File: config.mk
export PLATFORM = sky130hd
export DESIGN_NAME = sar_adc_conversion_control
export DESIGN_NICKNAME = d
export VERILOG_FILES = /design/src/rtl/adc_ctrl_pkg.sv /design/src/rtl/result_store.sv /design/src/rtl/sar_adc_conversion_control.sv
export SDC_FILE = /design/constraint.sdc
export NUM_CORES = 1
export LEC_CHECK = 0
export BUFFER_PORTS_ARGS = -buffer_cell sky130_fd_sc_hd__buf_2
export CAP_MARGIN = 10
export CORE_MARGIN = 3
export CORE_UTILIZATION = 53
export DETAILED_ROUTE_END_ITERATION = 7
export PLACE_DENSITY = 0.89
export SKIP_LAST_GASP = 1
export SLEW_MARGIN = 20
export SYNTH_ARGS = -nofsm -noshare
export SYNTH_HDL_FRONTEND = slang
export SYNTH_SLANG_ARGS = --single-unit
File: constraint.sdc
create_clock -name sys_clk_i -period 2.8 [get_ports sys_clk_i]
set_clock_uncertainty 0.05 [all_clocks]
set_input_delay 0.56 -clock sys_clk_i [delete_from_list [all_inputs] [get_ports sys_clk_i]]
set_output_delay 0.56 -clock sys_clk_i [all_outputs]
set_load 0.005 [all_outputs]
File: src/rtl/adc_ctrl_pkg.sv
// constants shared by the conversion control block
package adc_ctrl_pkg;
    localparam int RESULT_W = 16;
    localparam int TOP_NIBBLE_LSB = 12;
    localparam int CONV_TIME_NS = 1000;
    localparam int CLK_PERIOD_NS = 4;
    localparam int CONV_CYCLES = CONV_TIME_NS / CLK_PERIOD_NS;
    localparam int ACQ_TIME_NS = 250;
    localparam int ACQ_CYCLES = (ACQ_TIME_NS + CLK_PERIOD_NS - 1) / CLK_PERIOD_NS;
    localparam int CNT_W = 10;
    localparam int BIT_CNT_W = 5;
    localparam logic [4:0] BIT_CNT_RST = 5'h00;
    localparam logic [15:0] RESULT_RST = 16'h0000;
    typedef enum logic [2:0] {
        ST_IDLE = 3'b001,
        ST_CONV = 3'b010,
        ST_ACQ = 3'b100
    } conv_state_t;
endpackage

File: src/rtl/result_store.sv
// result register written at end of conversion, read data registered
`timescale 1ns/1ps
module result_store #(
    parameter int WIDTH = 16
) (
    input wire logic sys_clk_i,
    input wire logic rstn_i,
    input wire logic wr_i,
    input wire logic [WIDTH-1:0] wdata_i,
    output logic [WIDTH-1:0] rdata_o
);
    always_ff @(posedge sys_clk_i) begin
        if (!rstn_i) begin
            rdata_o <= '0;
        end else if (wr_i) begin
            rdata_o <= wdata_i;
        end
    end
endmodule

File: src/rtl/sar_adc_conversion_control.sv
// conversion sequencing and output port control of the sampling converter
//Contract
// - unfinished slave read at completion: drop, pulse flag
// - top four result bits driven whenever select and read low, serial mode included
// - busy high from start until result latched
// - output bus enabled only when select and read low
// - external serial clock gated by chip select
// - reset aborts conversion and clears logic
// - power down finishes conversion, then refuses starts
// - convert start falling edge holds and converts
// - low power mode with fast mode off: start held low restarts
// - reference disable high turns internal reference off
// - buffer disable high turns reference buffer off
// - result shifted out most significant bit first
`timescale 1ns/1ps
module sar_adc_conversion_control
    import adc_ctrl_pkg::*;
#(
    parameter int CONV_CNT = adc_ctrl_pkg::CONV_CYCLES,
    parameter int ACQ_CNT = adc_ctrl_pkg::ACQ_CYCLES
) (
    input wire logic sys_clk_i,
    input wire logic rstn_i,
    input wire logic reset_in_i,
    input wire logic power_down_in_i,
    input wire logic convert_start_n_i,
    input wire logic low_power_mode_i,
    input wire logic fast_mode_i,
    input wire logic cs_n_i,
    input wire logic rd_n_i,
    input wire logic serial_select_i,
    input wire logic external_clock_select_i,
    input wire logic ext_sclk_i,
    input wire logic internal_ref_disable_i,
    input wire logic ref_buffer_disable_i,
    input wire logic [adc_ctrl_pkg::RESULT_W-1:0] sample_code_i,
    output logic busy_o,
    output logic hold_o,
    output logic [adc_ctrl_pkg::RESULT_W-1:0] data_o,
    output logic [adc_ctrl_pkg::RESULT_W-1:0] data_oe_o,
    output logic serial_result_out_o,
    output logic incomplete_read_flag_o,
    output logic internal_ref_en_o,
    output logic ref_buffer_en_o,
    output logic low_power_o
);
    import adc_ctrl_pkg::*;

    // ------------------------------------------------------------
    // reset and start detection
    // ------------------------------------------------------------
    conv_state_t state_reg;
    logic clr;
    logic convert_start_n_d_reg;
    logic start_fall;
    logic [CNT_W-1:0] cnt_reg;
    logic conv_done;
    logic acq_done;
    logic [RESULT_W-1:0] result;
    logic [RESULT_W-1:0] shift_reg;
    logic [BIT_CNT_W-1:0] bit_cnt_reg;
    logic sclk_d_reg;
    logic sclk_rise;
    logic read_active;
    logic slave_serial;
    logic bus_en;
    logic start_now;

    assign clr = !rstn_i || reset_in_i;
    assign start_fall = convert_start_n_d_reg && !convert_start_n_i;
    assign conv_done = (state_reg == ST_CONV) && (cnt_reg == CNT_W'(CONV_CNT - 1));
    assign acq_done = (state_reg == ST_ACQ) && (cnt_reg == CNT_W'(ACQ_CNT - 1));
    assign slave_serial = serial_select_i && external_clock_select_i;
    assign bus_en = !cs_n_i && !rd_n_i;
    assign start_now = !power_down_in_i && ((state_reg == ST_IDLE && start_fall) ||
        (state_reg == ST_ACQ && (start_fall ||
         (acq_done && low_power_mode_i && !fast_mode_i && !convert_start_n_i))));

    always_ff @(posedge sys_clk_i) begin
        if (clr) begin
            convert_start_n_d_reg <= 1'b1;
        end else begin
            convert_start_n_d_reg <= convert_start_n_i;
        end
    end

    // ------------------------------------------------------------
    // conversion sequencer
    // ------------------------------------------------------------
    always_ff @(posedge sys_clk_i) begin
        if (clr) begin
            state_reg <= ST_IDLE;
            cnt_reg <= '0;
        end else begin
            unique case (state_reg)
                ST_IDLE: begin
                    cnt_reg <= '0;
                    if (start_fall && !power_down_in_i) begin
                        state_reg <= ST_CONV;
                    end
                end
                ST_CONV: begin
                    // start edges ignored here
                    if (conv_done) begin
                        cnt_reg <= '0;
                        state_reg <= ST_ACQ;
                    end else begin
                        cnt_reg <= cnt_reg + CNT_W'(1);
                    end
                end
                ST_ACQ: begin
                    if (power_down_in_i) begin
                        state_reg <= ST_IDLE;
                    end else if (start_now) begin
                        cnt_reg <= '0;
                        state_reg <= ST_CONV;
                    end else if (acq_done) begin
                        cnt_reg <= '0;
                        state_reg <= ST_IDLE;
                    end else begin
                        cnt_reg <= cnt_reg + CNT_W'(1);
                    end
                end
            endcase
        end
    end

    // busy and hold follow the sequencer state
    always_ff @(posedge sys_clk_i) begin
        if (clr) begin
            busy_o <= 1'b0;
            hold_o <= 1'b0;
        end else begin
            busy_o <= (state_reg == ST_CONV) ? !conv_done : start_now;
            hold_o <= (state_reg == ST_CONV) ? !conv_done : start_now;
        end
    end

    // ------------------------------------------------------------
    // result latch
    // ------------------------------------------------------------
    result_store #(
        .WIDTH(RESULT_W)
    ) u_store (
        .sys_clk_i(sys_clk_i),
        .rstn_i(!clr),
        .wr_i(conv_done),
        .wdata_i(sample_code_i),
        .rdata_o(result)
    );

    // ------------------------------------------------------------
    // serial shift register and incomplete read flag
    // ------------------------------------------------------------
    assign sclk_rise = ext_sclk_i && !sclk_d_reg && !cs_n_i;
    assign read_active = bit_cnt_reg != BIT_CNT_RST;

    always_ff @(posedge sys_clk_i) begin
        if (clr) begin
            sclk_d_reg <= 1'b0;
        end else begin
            sclk_d_reg <= ext_sclk_i;
        end
    end

    logic conv_done_d_reg;
    always_ff @(posedge sys_clk_i) begin
        if (clr) begin
            conv_done_d_reg <= 1'b0;
        end else begin
            conv_done_d_reg <= conv_done;
        end
    end

    always_ff @(posedge sys_clk_i) begin
        if (clr) begin
            shift_reg <= RESULT_RST;
            bit_cnt_reg <= BIT_CNT_RST;
            incomplete_read_flag_o <= 1'b0;
        end else begin
            incomplete_read_flag_o <= 1'b0;
            if (conv_done_d_reg) begin
                shift_reg <= result;
                bit_cnt_reg <= BIT_CNT_RST;
                incomplete_read_flag_o <= slave_serial && read_active;
            end else if (slave_serial && sclk_rise && bus_en) begin
                shift_reg <= {shift_reg[RESULT_W-2:0], 1'b0};
                bit_cnt_reg <= (bit_cnt_reg == BIT_CNT_W'(RESULT_W - 1)) ? BIT_CNT_RST :
                    bit_cnt_reg + BIT_CNT_W'(1);
            end
        end
    end

    // ------------------------------------------------------------
    // output bus
    // ------------------------------------------------------------
    always_ff @(posedge sys_clk_i) begin
        if (clr) begin
            data_o <= '0;
            data_oe_o <= '0;
            serial_result_out_o <= 1'b0;
        end else begin
            data_o <= result;
            serial_result_out_o <= shift_reg[RESULT_W-1];
            for (int i = 0; i < RESULT_W; i++) begin
                if (i >= TOP_NIBBLE_LSB) begin
                    data_oe_o[i] <= bus_en;
                end else begin
                    data_oe_o[i] <= bus_en && !serial_select_i;
                end
            end
        end
    end

    // ------------------------------------------------------------
    // reference and power controls
    // ------------------------------------------------------------
    always_ff @(posedge sys_clk_i) begin
        if (clr) begin
            internal_ref_en_o <= 1'b0;
            ref_buffer_en_o <= 1'b0;
            low_power_o <= 1'b0;
        end else begin
            internal_ref_en_o <= !internal_ref_disable_i;
            ref_buffer_en_o <= !ref_buffer_disable_i;
            low_power_o <= power_down_in_i && (state_reg != ST_CONV);
        end
    end

    // ------------------------------------------------------------
    // assertions
    // ------------------------------------------------------------
    busy_start_a: assert property (@(posedge sys_clk_i) disable iff (clr)
        (state_reg == ST_IDLE && start_fall && !power_down_in_i) |=> busy_o)
        else $error("busy not raised on start");
    busy_hold_a: assert property (@(posedge sys_clk_i) disable iff (clr)
        $rose(busy_o) |-> busy_o [*8])
        else $error("busy dropped early");
    busy_end_a: assert property (@(posedge sys_clk_i) disable iff (clr)
        conv_done |=> !busy_o)
        else $error("busy not cleared at completion");
    pd_block_a: assert property (@(posedge sys_clk_i) disable iff (clr)
        (state_reg == ST_IDLE && power_down_in_i) |=> state_reg == ST_IDLE)
        else $error("conversion started in power down");
    busy_ignore_a: assert property (@(posedge sys_clk_i) disable iff (clr)
        (state_reg == ST_CONV && !conv_done) |=> state_reg == ST_CONV && cnt_reg != '0)
        else $error("conversion restarted");
    bus_gate_a: assert property (@(posedge sys_clk_i) disable iff (clr)
        !bus_en |=> data_oe_o == '0)
        else $error("bus driven without select and read");
    top_bits_a: assert property (@(posedge sys_clk_i) disable iff (clr)
        bus_en |=> data_oe_o[RESULT_W-1:TOP_NIBBLE_LSB] == 4'hf)
        else $error("top bits not driven");
    rd_err_a: assert property (@(posedge sys_clk_i) disable iff (clr)
        (conv_done_d_reg && slave_serial && read_active) |=> incomplete_read_flag_o)
        else $error("incomplete read not flagged");
    ref_sel_a: assert property (@(posedge sys_clk_i) disable iff (clr)
        internal_ref_disable_i |=> !internal_ref_en_o)
        else $error("internal reference left on");
    buf_sel_a: assert property (@(posedge sys_clk_i) disable iff (clr)
        ref_buffer_disable_i |=> !ref_buffer_en_o)
        else $error("reference buffer left on");
    auto_start_a: assert property (@(posedge sys_clk_i) disable iff (clr)
        (acq_done && !power_down_in_i && low_power_mode_i && !fast_mode_i &&
         !convert_start_n_i) |=> state_reg == ST_CONV)
        else $error("low power auto start missed");
    gate_clk_a: assert property (@(posedge sys_clk_i) disable iff (clr)
        (cs_n_i && !conv_done_d_reg) |=> $stable(shift_reg))
        else $error("clock not gated by select");
    hold_match_a: assert property (@(posedge sys_clk_i) disable iff (clr)
        hold_o == busy_o)
        else $error("hold and busy disagree");
    acq_start_a: assert property (@(posedge sys_clk_i) disable iff (clr)
        (state_reg == ST_ACQ && start_fall && !power_down_in_i) |=> state_reg == ST_CONV)
        else $error("start during acquisition missed");
    low_power_a: assert property (@(posedge sys_clk_i) disable iff (clr)
        (power_down_in_i && state_reg != ST_CONV) |=> low_power_o)
        else $error("low power not entered");
    ref_on_a: assert property (@(posedge sys_clk_i) disable iff (clr)
        !internal_ref_disable_i |=> internal_ref_en_o)
        else $error("internal reference left off");
    buf_on_a: assert property (@(posedge sys_clk_i) disable iff (clr)
        !ref_buffer_disable_i |=> ref_buffer_en_o)
        else $error("reference buffer left off");
    serial_mask_a: assert property (@(posedge sys_clk_i) disable iff (clr)
        (bus_en && serial_select_i) |=> data_oe_o[TOP_NIBBLE_LSB-1:0] == '0)
        else $error("low bits driven in serial mode");
    flag_pulse_a: assert property (@(posedge sys_clk_i) disable iff (clr)
        incomplete_read_flag_o |=> !incomplete_read_flag_o)
        else $error("incomplete read flag longer than one cycle");
    shift_load_a: assert property (@(posedge sys_clk_i) disable iff (clr)
        conv_done_d_reg |=> shift_reg == result)
        else $error("shift register not loaded with result");

    conv_c: cover property (@(posedge sys_clk_i) disable iff (clr) conv_done);
    auto_c: cover property (@(posedge sys_clk_i) disable iff (clr)
        acq_done && low_power_mode_i && !convert_start_n_i);
    err_c: cover property (@(posedge sys_clk_i) disable iff (clr) incomplete_read_flag_o);
    pd_c: cover property (@(posedge sys_clk_i) disable iff (clr)
        state_reg == ST_IDLE && power_down_in_i && start_fall);
    acq_start_c: cover property (@(posedge sys_clk_i) disable iff (clr)
        state_reg == ST_ACQ && start_fall && !power_down_in_i);
endmodule

## Word-level counts from Yosys, hierarchy flattened

Index checks and enable logic that the tools add are counted.

| cells by class | value |
|---|---|
| add/subtract/negate cells | 2 |
| eq/ne operators | 11 |
| mux-type cells | 15 |
| bitwise operators | 1 |
| reductions and logical operators | 38 |

Operators by type and width:

| operator | number |
|---|---|
| 2-to-1 mux 10 bit | 4 |
| 2-to-1 mux 16 bit | 2 |
| one-hot mux 10 bit (3 select lines) | 1 |
| logical AND 1 bit | 19 |
| 2-to-1 mux 3 bit | 5 |
| logical NOT 1 bit | 11 |
| adder 10 x 1 -> 10 bit, second input constant | 1 |
| == test 10 x 6 -> 1 bit, second input constant | 1 |
| == test 10 x 8 -> 1 bit, second input constant | 1 |
| one-hot mux 3 bit (3 select lines) | 1 |
| adder 5 x 1 -> 5 bit, second input constant | 1 |
| == test 5 x 4 -> 1 bit, second input constant | 1 |
| 2-to-1 mux 5 bit | 1 |
| nonzero test 5 bit | 1 |
| != test 2 bit, second input constant | 2 |
| != test 4 bit, second input constant | 1 |
| OR reduction 2 bit | 2 |
| == test 3 x 1 -> 1 bit, second input constant | 1 |
| == test 3 x 2 -> 1 bit, second input constant | 1 |
| == test 3 bit, second input constant | 1 |
| logical OR 1 bit | 3 |
| != test 3 x 2 -> 1 bit, second input constant | 1 |
| AND reduction 3 bit | 1 |
| != test 2 x 1 -> 1 bit, second input constant | 1 |
| 3 further kinds | 3 |

| word-level totals | value |
|---|---|
| bits in registers | 88 |
| input port bits | 30 |
| output and inout port bits | 39 |
| word-level logic and storage cells | 83 |

## Logic depth before layout (Yosys ltp)

Gate-level depths: netlist (run 1).

| logic depth | value |
|---|---|
| word-level depth | 12 |
| gate-level depth with buffers | 8 |
| gate-level depth less buffers | 7 |

## Modules after synthesis

Synthesis (run 1) repeated with hierarchy kept, for this count alone.

| unflattened totals | value |
|---|---|
| cells, all modules | 312 |
| area total of the unflattened synthesis | 3206.8 um^2 |

Modules (own cells, without submodules):

| module | times used | cells an instance | area each (um^2) | seq. area each (um^2) |
|---|---|---|---|---|
| sar_adc_conversion_control | 1 | 261 | 2591.2 | 1221.2 |
| result_store | 1 | 51 | 615.6 | 320.3 |

## Worst setup path before layout (run 1)

OpenSTA, ideal clock, no wires.

| path | value |
|---|---|
| path type | input-to-reg |
| from | input port serial_select_i |
| to | register shift_reg[10] |
| library setup time | 0.128 ns |
| data arrival time | 1.768 ns |
| required time | 2.622 ns |
| slack | 0.855 ns |
| stages on the path | 6 |
| path buffers | 1 |
| path through | nand4b_1 nor3_1 clkbuf_1 mux2_1 mux2i_1 nor2_1 |

| on the way | value |
|---|---|
| longest elaborated chain between the ends | 4 |

RTL lines:

| what | RTL line | source |
|---|---|---|
| start, declared | sar_adc_conversion_control.sv:31 | `input wire logic serial_select_i,` |
| logical AND 1 bit | sar_adc_conversion_control.sv:73 | `assign slave_serial = serial_select_i && external_clock_select_i;` |
| logical AND 1 bit (2 in series) | sar_adc_conversion_control.sv:186 | `end else if (slave_serial && sclk_rise && bus_en) begin` |
| nonzero test 2 bit (no line) | - |  |
| end signal, assigned | sar_adc_conversion_control.sv:183 | `shift_reg <= result;` |
| end signal, assigned | sar_adc_conversion_control.sv:187 | `shift_reg <= {shift_reg[RESULT_W-2:0], 1'b0};` |
| end, declared | sar_adc_conversion_control.sv:60 | `logic [RESULT_W-1:0] shift_reg;` |

No other way between the ends.
A chain may end at the register's enable or synchronous reset.

## Final worst setup path (run 1)

| path | value |
|---|---|
| from | register cnt_reg[5] |
| to | register u_store.rdata_o[3] |

| on the way | value |
|---|---|
| longest elaborated chain between the ends | 2 |

RTL lines:

| what | RTL line | source |
|---|---|---|
| start, declared | sar_adc_conversion_control.sv:56 | `logic [CNT_W-1:0] cnt_reg;` |
| start signal, assigned | sar_adc_conversion_control.sv:108 | `cnt_reg <= cnt_reg + CNT_W'(1);` |
| start signal, assigned | sar_adc_conversion_control.sv:121 | `cnt_reg <= cnt_reg + CNT_W'(1);` |
| == test 10 x 8 -> 1 bit | sar_adc_conversion_control.sv:71 | `assign conv_done = (state_reg == ST_CONV) && (cnt_reg == CNT_W'(CONV_CNT - 1));` |
| logical AND 1 bit | sar_adc_conversion_control.sv:71 |  |
| end signal, assigned | result_store.sv:16 | `rdata_o <= wdata_i;` |
| end, declared | result_store.sv:10 | `output logic [WIDTH-1:0] rdata_o` |

No other way between the ends.

==> results of run 1 <==
## path summary, 6_finish.rpt
kind,cells past startpoint,from,to
worst min register to register,1,shift_reg[15]$_SDFFE_PP0P_,serial_result_out_o$_SDFF_PP0_
worst min-delay path,2,ref_buffer_disable_i,ref_buffer_en_o$_SDFF_PP0_
worst max-delay path,4,cnt_reg[5]$_SDFFE_PP0P_,u_store.rdata_o[3]$_SDFFE_PP0P_
worst max register to register,4,cnt_reg[5]$_SDFFE_PP0P_,u_store.rdata_o[3]$_SDFFE_PP0P_
## stage by stage
| step | power, W | hold WS [ps] | cells | area, sq um | worst slack (ps) |
|---|---|---|---|---|---|
| 2_1_floorplan | 0.00116 | 372 | 313 | 3110 | 855 |
| 3_3_place_gp | 0.00119 | 382 | 430 | 3420 | 710 |
| 3_5_place_dp | 0.00120 | 418 | 430 | 3420 | 678 |
| 4_1_cts | 0.00195 | 288 | 446 | 3600 | 643 |
| 5_1_grt | 0.00201 | 292 | 446 | 3600 | 483 |
| 6_report | 0.00193 | 300 | 446 | 3600 | 657 |
## power groups by stage
| stage | combinational [W] | clock [W] | sequential (W) |
|---|---|---|---|
| floorplan | 0.0000328 | 0 | 0.00113 |
| global placement | 0.0000650 | 0 | 0.00113 |
| detailed placement | 0.0000667 | 0 | 0.00113 |
| CTS | 0.0000673 | 0.000782 | 0.00110 |
| global route | 0.0000743 | 0.000828 | 0.00110 |
| finish | 0.0000665 | 0.000761 | 0.00110 |
## synth_stat cells (4+ instances only)
master	count	area (sq um)
a22o_1	16	140
and2_1	20	125
and3_1	5	31.3
buf_4	15	113
clkbuf_1	9	33.8
dfxtp_1	77	1540
ha_1	5	62.6
inv_1	9	33.8
mux2_1	15	169
mux2i_1	16	160
nand2_1	18	67.6
nand3_1	8	40.0
nand4_1	4	25.0
nor2_1	33	124
nor2b_1	5	31.3
nor3_1	7	35.0
o21ai_1	4	20.0
xor2_1	4	35.0
## kinds of logic (layout without fill, tap and decap cells)
group | Yosys count | after routing | synth area share [%]
adder cells (fa/ha/maj) | 5 | 5 | 2.01
buffers and inverters | 37 | 98 | 6.39
AND/OR/NAND/NOR | 117 | 117 | 20.3
flip-flops | 77 | 77 | 49.5
XOR/XNOR | 5 | 5 | 1.41
multiplexers | 31 | 31 | 10.6
AO/OA/AOI/OAI | 41 | 41 | 9.81
## area by class of cell
cell class / instances / area [sq um]
Timing Repair Buffer: 73 / 378
Multi-Input combinational cell: 199 / 1380
Fill cell: 460 / 2000
Tap cell: 72 / 90.1
Clock inverter: 6 / 46.3
Sequential cell: 77 / 1540
Inverter: 9 / 33.8
Clock buffer: 10 / 138
## critical path, delay by kind of cell, from the launching register on
kind               cells  cell delay [ps]
AOI/OAI and AO/OA      1              220
DFF                    1              440
and+or+nand+nor        3             1380
## per-layer routing
metal / vias up / global-route usage [%] / share of wire, %
met5: - / 0 / 0
met4: 0 / 10.5 / 2.5
met3: 16 / 4.77 / 8.0
met2: 91 / 27.7 / 43
met1: 1093 / 24.7 / 46
li1: 1191 / - / -
==> qor.csv, run 1 <==
stage,metric,value,unit
status,status,finished clean,
worst_setup_path,start_kind,flop,
power,seqPwrFrac,57.1,%
worst_setup_path,endpoint_kind,flop,
clocking,clkTransAtPathRegs,80,ps
placement,hpwl,4190,um
power,swShare,23.4,%
synth,yosysUniqueCellTypes,45,
synth,syn_avg_cell_area,9.94,sq um
timing,timing.final.crit_share,76.5,%
clocking,hold_buffers,0,
die,die_h,82.6,um
clocking,cts_tree,yes,
placement,gp_congestion,0.927,
clocking,cts-root-buf,clkbuf_8,
timing,slew_viol_final,0,
clocking,clk_latency,350,ps
detailed_routing,dr.pass1.iters,4,
power,p_leak,1.56,nW
detailed_routing,drt_iter0_markers,92,
global_route,antenna_found_initial,0,
timing,hold_viol_final,0,
synth,synth_area,3110,sq um
clocking,clockBufferDepth,2,
power,p_int,0.00148,W
detailed_routing,avgViaCountPerCell,5.36,
clocking,post_cts_resized,0,
detailed_routing,wl_per_cell,13.4,um
worst_setup_path,arrival,2390,ps
power,vdd_drop_max,0.000376,V
cells_and_area,drive_gt1_share,25.1,%
placement,port-buffer-count,68,
synth,yosysSeqAreaShare,49.5,%
worst_setup_path,slowest_delay,660,ps
global_route,grt_usage,18.7,%
synth,syn_inst,313,
die,die_w,82.6,um
die,initial_core_util,55.5,%
min_path,hp-class,input pin to flop,
timing,finalSetupViolCount,0,
timing,worst-slew-pin-transition,659,ps
cells_and_area,final_util,64.3,%
worst_setup_path,reg2reg_slack,660,ps
global_route,grt_pass1_vias,2138,
power,p_comb_share,3.4,%
clocking,post_cts.repair.setup_buffers,0,
worst_setup_path,crit_chain,"nand4_1, nor4_2, and3_1, a22o_1",
synth,synth_edf_count,0,
worst_setup_path,cp.required,3050,ps
die,ioPinCount,69,
clocking,cts_sinks,77,
detailed_routing,wl,5980,um
power,clkPwrFrac,39.4,%
cells_and_area,layout_commonest_cell,dfxtp_1,
cells_and_area,diodes,0,
global_route,gr-total-overflow,0,
synth,yosys_warnings,0,
timing,period_minus_slack,2140,ps
cells_and_area,final_cell_mix,"77 x dfxtp_1, 68 x buf_2, 33 x nor2_1, 20 x and2_1, 18 x nand2_1",
die,die_area,6830,sq um
cells_and_area,area_growth_syn_to_layout,15.8,%
power,powerDensity,536,nW/um^2
worst_setup_path,path_class,flop to flop,
detailed_routing,drc,0,
synth,syn_nets,348,
synth,ys.flop_type,dfxtp_1,
global_route,grt_max_degree,25,
timing,fin_setup_tns,0,ps
synth,synth_seq_cells,77,
clocking,cts_buffers,9,
global_route,grt_pass1_wl,9600,um
detailed_routing,ant_nets,0,
detailed_routing,num_vias,2391,
die,core.rowCount,27,
worst_setup_path,cp_slowest_cell,and3_1,
worst_setup_path,cp_max_fo,17,
clocking,h-tree-depth,3,
die,core_area,5610,sq um
synth,ys_async_sr_fraction,0,%
timing,maxClockFrequency,467,MHz
power,p_switching,0.000452,W
cells_and_area,layout.nets,404,
timing,rsz0062_at_grt,no,
timing,relSlewSlack,55.5,%
run,drv_cap,0,
(Power assumes the default switching activity.)
==> inputs of run 2 (changes only) <==
==> constraint.sdc (replaced) <==
create_clock -name sys_clk_i -period 2 [get_ports sys_clk_i]
set_clock_uncertainty 0.05 [all_clocks]
set_input_delay 0.4 -clock sys_clk_i [delete_from_list [all_inputs] [get_ports sys_clk_i]]
set_output_delay 0.4 -clock sys_clk_i [all_outputs]
set_load 0.005 [all_outputs]
==> qor.csv, run 2 (synthesis results as in run 1) <==
stage,metric,value,unit,change
clocking,clockBufferDepth,2,,unchanged
cells_and_area,drive_gt1_share,29.4,%,+4.3 points
worst_setup_path,reg2reg_slack,10,ps,-640 ps
timing,finalSetupViolCount,0,,unchanged
cells_and_area,area_growth_syn_to_layout,22.5,%,
clocking,cts_tree,yes,,
worst_setup_path,r2r_end,state_reg[1]$_SDFFE_PP0P_,,
detailed_routing,num_vias,2572,,+7.6%
die,die_area,6830,sq um,unchanged
global_route,grt_usage,20.2,%,+1.5 points
timing,timing.final.crit_share,99.3,%,+23 points
cells_and_area,layout.nets,421,,+4.2%
detailed_routing,wl,7160,um,+20%
timing,hold_slack,150,ps,-150 ps
detailed_routing,dr.pass1.iters,5,,+1
worst_setup_path,arrival,2180,ps,-210 ps
worst_setup_path,reg2regPathDepth,8,,+4
power,powerDensity,739,nW/um^2,+38%
cells_and_area,fill_cells,430,,-6.5%
clocking,cts_sinks,77,,unchanged
timing,fin_setup_tns,0,ps,unchanged
cells_and_area,layoutNonFillerInstCount,463,,+3.8%
clocking,h-tree-depth,3,,unchanged
worst_setup_path,endpoint_kind,flop,,
timing,period_minus_slack,1990,ps,-156 ps
timing,hold_viol_final,0,,unchanged
cells_and_area,layout_commonest_cell,dfxtp_1,,
min_path,hp-class,input pin to flop,,
cells_and_area,register_area,1540,sq um,about the same
die,core.rowCount,27,,unchanged
power,vdd_drop_max,0.000597,V,+59%
worst_setup_path,cp.required,2200,ps,-850 ps
global_route,gr-total-overflow,0,,unchanged
worst_setup_path,cp_max_fo,2,,-15
detailed_routing,wl_per_cell,15.5,um,+15%
die,ioPinCount,69,,unchanged
die,die_w,82.6,um,unchanged
timing,worst-slew-pin-transition,674,ps,+14.9 ps
clocking,cts_buffers,9,,unchanged
power,p_leak,1.68,nW,+7.1%
cells_and_area,final_cell_mix,"76 x dfxtp_1, 68 x buf_2, 33 x nor2_1, 20 x and2_1, 20 x buf_4",,
clocking,clk_latency,350,ps,about the same
clocking,cts-root-buf,clkbuf_8,,
detailed_routing,drt_iter0_markers,128,,+39%
status,status,finished clean,,
min_path,holdPathStages,2,,unchanged
power,power.total,0.00282,W,+46%
cells_and_area,post-route-cell-area,3810,sq um,+5.8%
cells_and_area,diodes,0,,unchanged
global_route,grt_max_degree,25,,unchanged
placement,hpwl,4700,um,+12%
global_route,grt_pass1_vias,2247,,+5.1%
worst_setup_path,start_kind,flop,,
global_route,grt_pass1_wl,10400,um,+8.8%
die,core_area,5610,sq um,unchanged
placement,placed_cell_area,3530,sq um,+3.1%
cells_and_area,multi_input_area,1420,sq um,+2.8%
timing,maxClockFrequency,503,MHz,+7.9%
timing,slew_viol_final,0,,unchanged
min_path,hold_path_end,internal_ref_en_o$_SDFF_PP0_,,
detailed_routing,ant_nets,0,,unchanged
detailed_routing,drc,0,,unchanged
worst_setup_path,timing.rr.start,cnt_reg[0]$_SDFFE_PP0P_,,
die,die_h,82.6,um,unchanged
die,initial_core_util,55.5,%,unchanged
placement,gp_congestion,0.867,,-6.5%
worst_setup_path,path_class,flop to flop,,
placement,dp.cells,441,,+2.6%
global_route,antenna_found_initial,0,,unchanged
min_path,min_from,internal_ref_disable_i,,
clocking,clkTransAtPathRegs,80,ps,about the same
timing,relSlewSlack,54.5,%,-1.0 points
detailed_routing,avgViaCountPerCell,5.56,,+3.6%
run,drv_cap,0,,unchanged
placement,port-buffer-count,68,,unchanged
run 2: worst max path at each step:
| stage | slack, ps | endpoint | startpoint | cells after the start |
|---|---|---|---|---|
| after floorplan | 80 | state_reg[0]$_SDFFE_PP1P_ | cnt_reg[0]$_SDFFE_PP0P_ | 7 |
| after CTS | -30 | cnt_reg[0]$_SDFFE_PP0P_ | state_reg[2]$_SDFFE_PP0P_ | 5 |
| final | 10 | state_reg[1]$_SDFFE_PP0P_ | cnt_reg[0]$_SDFFE_PP0P_ | 8 |
| after detailed placement | -60 | state_reg[1]$_SDFFE_PP0P_ | cnt_reg[0]$_SDFFE_PP0P_ | 7 |
| after global placement | 90 | state_reg[0]$_SDFFE_PP1P_ | cnt_reg[0]$_SDFFE_PP0P_ | 7 |
| after global routing | -60 | cnt_reg[1]$_SDFFE_PP0P_ | cnt_reg[6]$_SDFFE_PP0P_ | 7 |
run 2: metal layers:
| metal | wire, um | GRT usage (%) | vias up |
|---|---|---|---|
| met5 | 0 | 0 | - |
| met4 | 236 | 10.1 | 0 |
| li1 | - | - | 1229 |
| met2 | 3360 | 32.6 | 117 |
| met3 | 517 | 4.12 | 22 |
| met1 | 3050 | 25.7 | 1204 |
run 2: stage by stage:
stage	util [%]	setup slack (ps)
finish	68.0	13.7
global route	68.0	-57.9
CTS	66.6	-31.8
detailed placement	62.9	-63.5
global placement	62.9	89.9
floorplan	-	75.1
run 2: area by class of cell:
class / instances / share of cell area [%]
clock buffer: 10 / 3.35
sequential: 77 / 40.5
inverter: 9 / 0.886
multi-input combinational: 199 / 37.1
timing repair buffer: 90 / 13.9
clock inverter: 6 / 1.87
tap: 72 / 2.36
run 2: what timing repair did:
action / 4_1_cts / 5_1_grt
hold buffers: 0 / 0
pin swaps: 1 / 1
endpoints found under the hold margin: 0 / 0
endpoints found under the setup margin: 4 / 10
buffers inserted: 1 / 5
gates resized for setup: 0 / 8
run 2: worst max-delay path, stage by stage (launching register included):
cell	delay (ps)
dfxtp_1	330
inv_1	60
ha_1	130
or4b_4	470
nor4_4	170
buf_4	150
and3_1	170
a211oi_1	100
o31ai_1	260
run 2: where the power goes:
group,total [W],internal [W],switching [W]
combinational,0.000106,0.0000471,0.0000592
clock,0.00117,0.000585,0.000582
sequential,0.00154,0.00154,0.00000585
==> inputs of run 3 (changes only) <==
--- a/config.mk
+++ b/config.mk
@@ -11,6 +11,7 @@
 export CORE_UTILIZATION = 53
 export DETAILED_ROUTE_END_ITERATION = 7
 export PLACE_DENSITY = 0.89
+export RECOVER_POWER = 100
 export SKIP_LAST_GASP = 1
 export SLEW_MARGIN = 20
 export SYNTH_ARGS = -nofsm -noshare
==> qor.csv, run 3 (synthesis results as in run 1) <==
stage,metric,value,unit,change
power,p_comb_share,3.6,%,-0.2 points
die,die_area,6830,sq um,unchanged
global_route,grt_usage,20.2,%,unchanged
worst_setup_path,r2r_end,state_reg[1]$_SDFFE_PP0P_,,
power,p_leak,1.50,nW,-10%
power,p_int,0.00217,W,-0.24%
timing,finalSetupViolCount,0,,unchanged
clocking,cts-root-buf,clkbuf_8,,
min_path,min_from,internal_ref_disable_i,,
clocking,cts_sinks,77,,unchanged
clocking,h-tree-depth,3,,unchanged
worst_setup_path,endpoint_kind,flop,,
global_route,gr-total-overflow,0,,unchanged
die,die_w,82.6,um,unchanged
min_path,holdPathStages,2,,unchanged
worst_setup_path,reg2reg_slack,30,ps,about the same
power,clkPwrFrac,41.4,%,about the same
placement,dpl_worst_slack,-63.5,ps,unchanged
cells_and_area,layout.nets,421,,unchanged
cells_and_area,area_growth_syn_to_layout,20.5,%,
cells_and_area,layout_commonest_cell,dfxtp_1,,
clocking,clockBufferDepth,2,,unchanged
clocking,cts_buffers,9,,unchanged
detailed_routing,ant_nets,0,,unchanged
run,drv_cap,0,,unchanged
clocking,clk_latency,350,ps,about the same
timing,slew_viol_final,0,,unchanged
detailed_routing,drc,0,,unchanged
worst_setup_path,start_kind,flop,,
detailed_routing,drt_iter0_markers,133,,+3.9%
placement,port-buffer-count,68,,unchanged
detailed_routing,num_vias,2542,,-1.2%
global_route,grt_pass1_vias,2247,,unchanged
power,p_switching,0.000642,W,-0.88%
cells_and_area,diodes,0,,unchanged
timing,relSlewSlack,29.2,%,-25 points
clocking,cts_tree,yes,,
power,vdd_drop_max,0.000593,V,-0.64%
timing,fin_setup_tns,0,ps,unchanged
detailed_routing,dr.pass1.iters,4,,-1
worst_setup_path,path_class,flop to flop,,
power,seqPwrFrac,55.0,%,+0.2 points
global_route,grt_pass1_wl,10400,um,unchanged
clocking,hold_buffers,0,,unchanged
power,powerDensity,748,nW/um^2,+1.2%
cells_and_area,fill_cells,459,,+6.7%
die,ioPinCount,69,,unchanged
worst_setup_path,cp_max_fo,2,,unchanged
worst_setup_path,timing.rr.start,cnt_reg[0]$_SDFFE_PP0P_,,
timing,period_minus_slack,1970,ps,-13.9 ps
timing,timing.final.crit_share,98.6,%,-0.70 points
min_path,hp-class,input pin to flop,,
min_path,hold_path_end,internal_ref_en_o$_SDFF_PP0_,,
placement,hpwl,4700,um,unchanged
placement,gp_congestion,0.867,,unchanged
power,power.total,0.00281,W,-0.38%
worst_setup_path,reg2regPathDepth,8,,unchanged
global_route,grt_max_degree,25,,unchanged
detailed_routing,avgViaCountPerCell,5.49,,-1.2%
die,core_area,5610,sq um,unchanged
timing,maxClockFrequency,507,MHz,+0.71%
timing,worst-slew-pin-transition,1060,ps,+388 ps
power,swShare,22.9,%,-0.11 points
detailed_routing,wl,7160,um,about the same
timing,worst_slack,27.6,ps,+13.9 ps
die,core.rowCount,27,,unchanged
worst_setup_path,arrival,2170,ps,about the same
cells_and_area,drive_gt1_share,19.4,%,-10 points
detailed_routing,wl_per_cell,15.5,um,about the same
cells_and_area,final_cell_mix,"76 x dfxtp_1, 37 x clkbuf_1, 33 x nor2_1, 33 x buf_2, 18 x nand2_1",,
timing,hold_viol_final,0,,unchanged
global_route,antenna_found_initial,0,,unchanged
worst_setup_path,crit_start,cnt_reg[0]$_SDFFE_PP0P_,,
status,status,finished clean,,
die,die_h,82.6,um,unchanged
clocking,clkTransAtPathRegs,80,ps,about the same
worst_setup_path,cp.required,2190,ps,about the same
die,initial_core_util,55.5,%,unchanged
## run 3: cell types whose count changed in the layout (fill, tap and decap cells not counted), moves of 2 or more
cell / delta
and2_0: +10
and2_1: -10
buf_1: +2
buf_2: -35
buf_4: -3
clkbuf_1: +36
## run 3: power groups by stage
stage	Sequential [W]	Combinational, W	Clock (W)
2_1_floorplan	0.00158	0.0000459	0
5_1_grt	0.00155	0.000110	0.00126
6_report	0.00155	0.000100	0.00116
3_3_place_gp	0.00158	0.0000973	0
3_5_place_dp	0.00158	0.000101	0
4_1_cts	0.00154	0.000101	0.00118
## run 3: stage by stage
step	cell area [sq um]	instances	hold WS (ps)	util (%)
floorplan	3110	313	372	-
global placement	3530	441	383	62.9
detailed placement	3530	441	390	62.9
CTS	3730	458	138	66.6
global route	3750	463	133	66.9
finish	3750	463	150	66.9
## run 3: how the worst max path moves through the flow
| stage | to | slack (ps) |
|---|---|---|
| detailed placement | state_reg[1]$_SDFFE_PP0P_ | -60 |
| floorplan | state_reg[0]$_SDFFE_PP1P_ | 80 |
| CTS | cnt_reg[0]$_SDFFE_PP0P_ | -30 |
| finish | state_reg[1]$_SDFFE_PP0P_ | 30 |
| global route | cnt_reg[1]$_SDFFE_PP0P_ | -60 |
| global placement | state_reg[0]$_SDFFE_PP1P_ | 90 |
## run 3: cell type report
class                   count  area, sq um  share of cell area (%)
multi-input cells         199         1410                    37.6
flip-flops and latches     77         1540                    41.1
inverters                   9         33.8                   0.901
clock buffers              10          128                    3.40
repair buffers             90          475                    12.7
clock inverters             6         71.3                    1.90
well taps                  72         90.1                    2.40
## run 3: repair_timing
action                                  4_1_cts  5_1_grt
pin swaps                                     1        1
setup buffers                                 1        5
resized for setup                             0        8
endpoints found under the setup margin        4       10
## run 3: routing by layer
layer | vias to the layer above | global-route usage (%) | routed length, um
met5 | - | 0 | 0
met1 | 1177 | 25.7 | 3000
met4 | 0 | 10.1 | 238
met3 | 22 | 4.12 | 564
met2 | 122 | 32.6 | 3360
li1 | 1221 | - | -
## run 3: critical path: stages (launching register included)
cell and delay, ps:
dfxtp_1 320, inv_1 60, ha_1 130, or4b_4 470
nor4_4 170, buf_4 150, and3_1 170, a211oi_1 100
o31ai_1 260
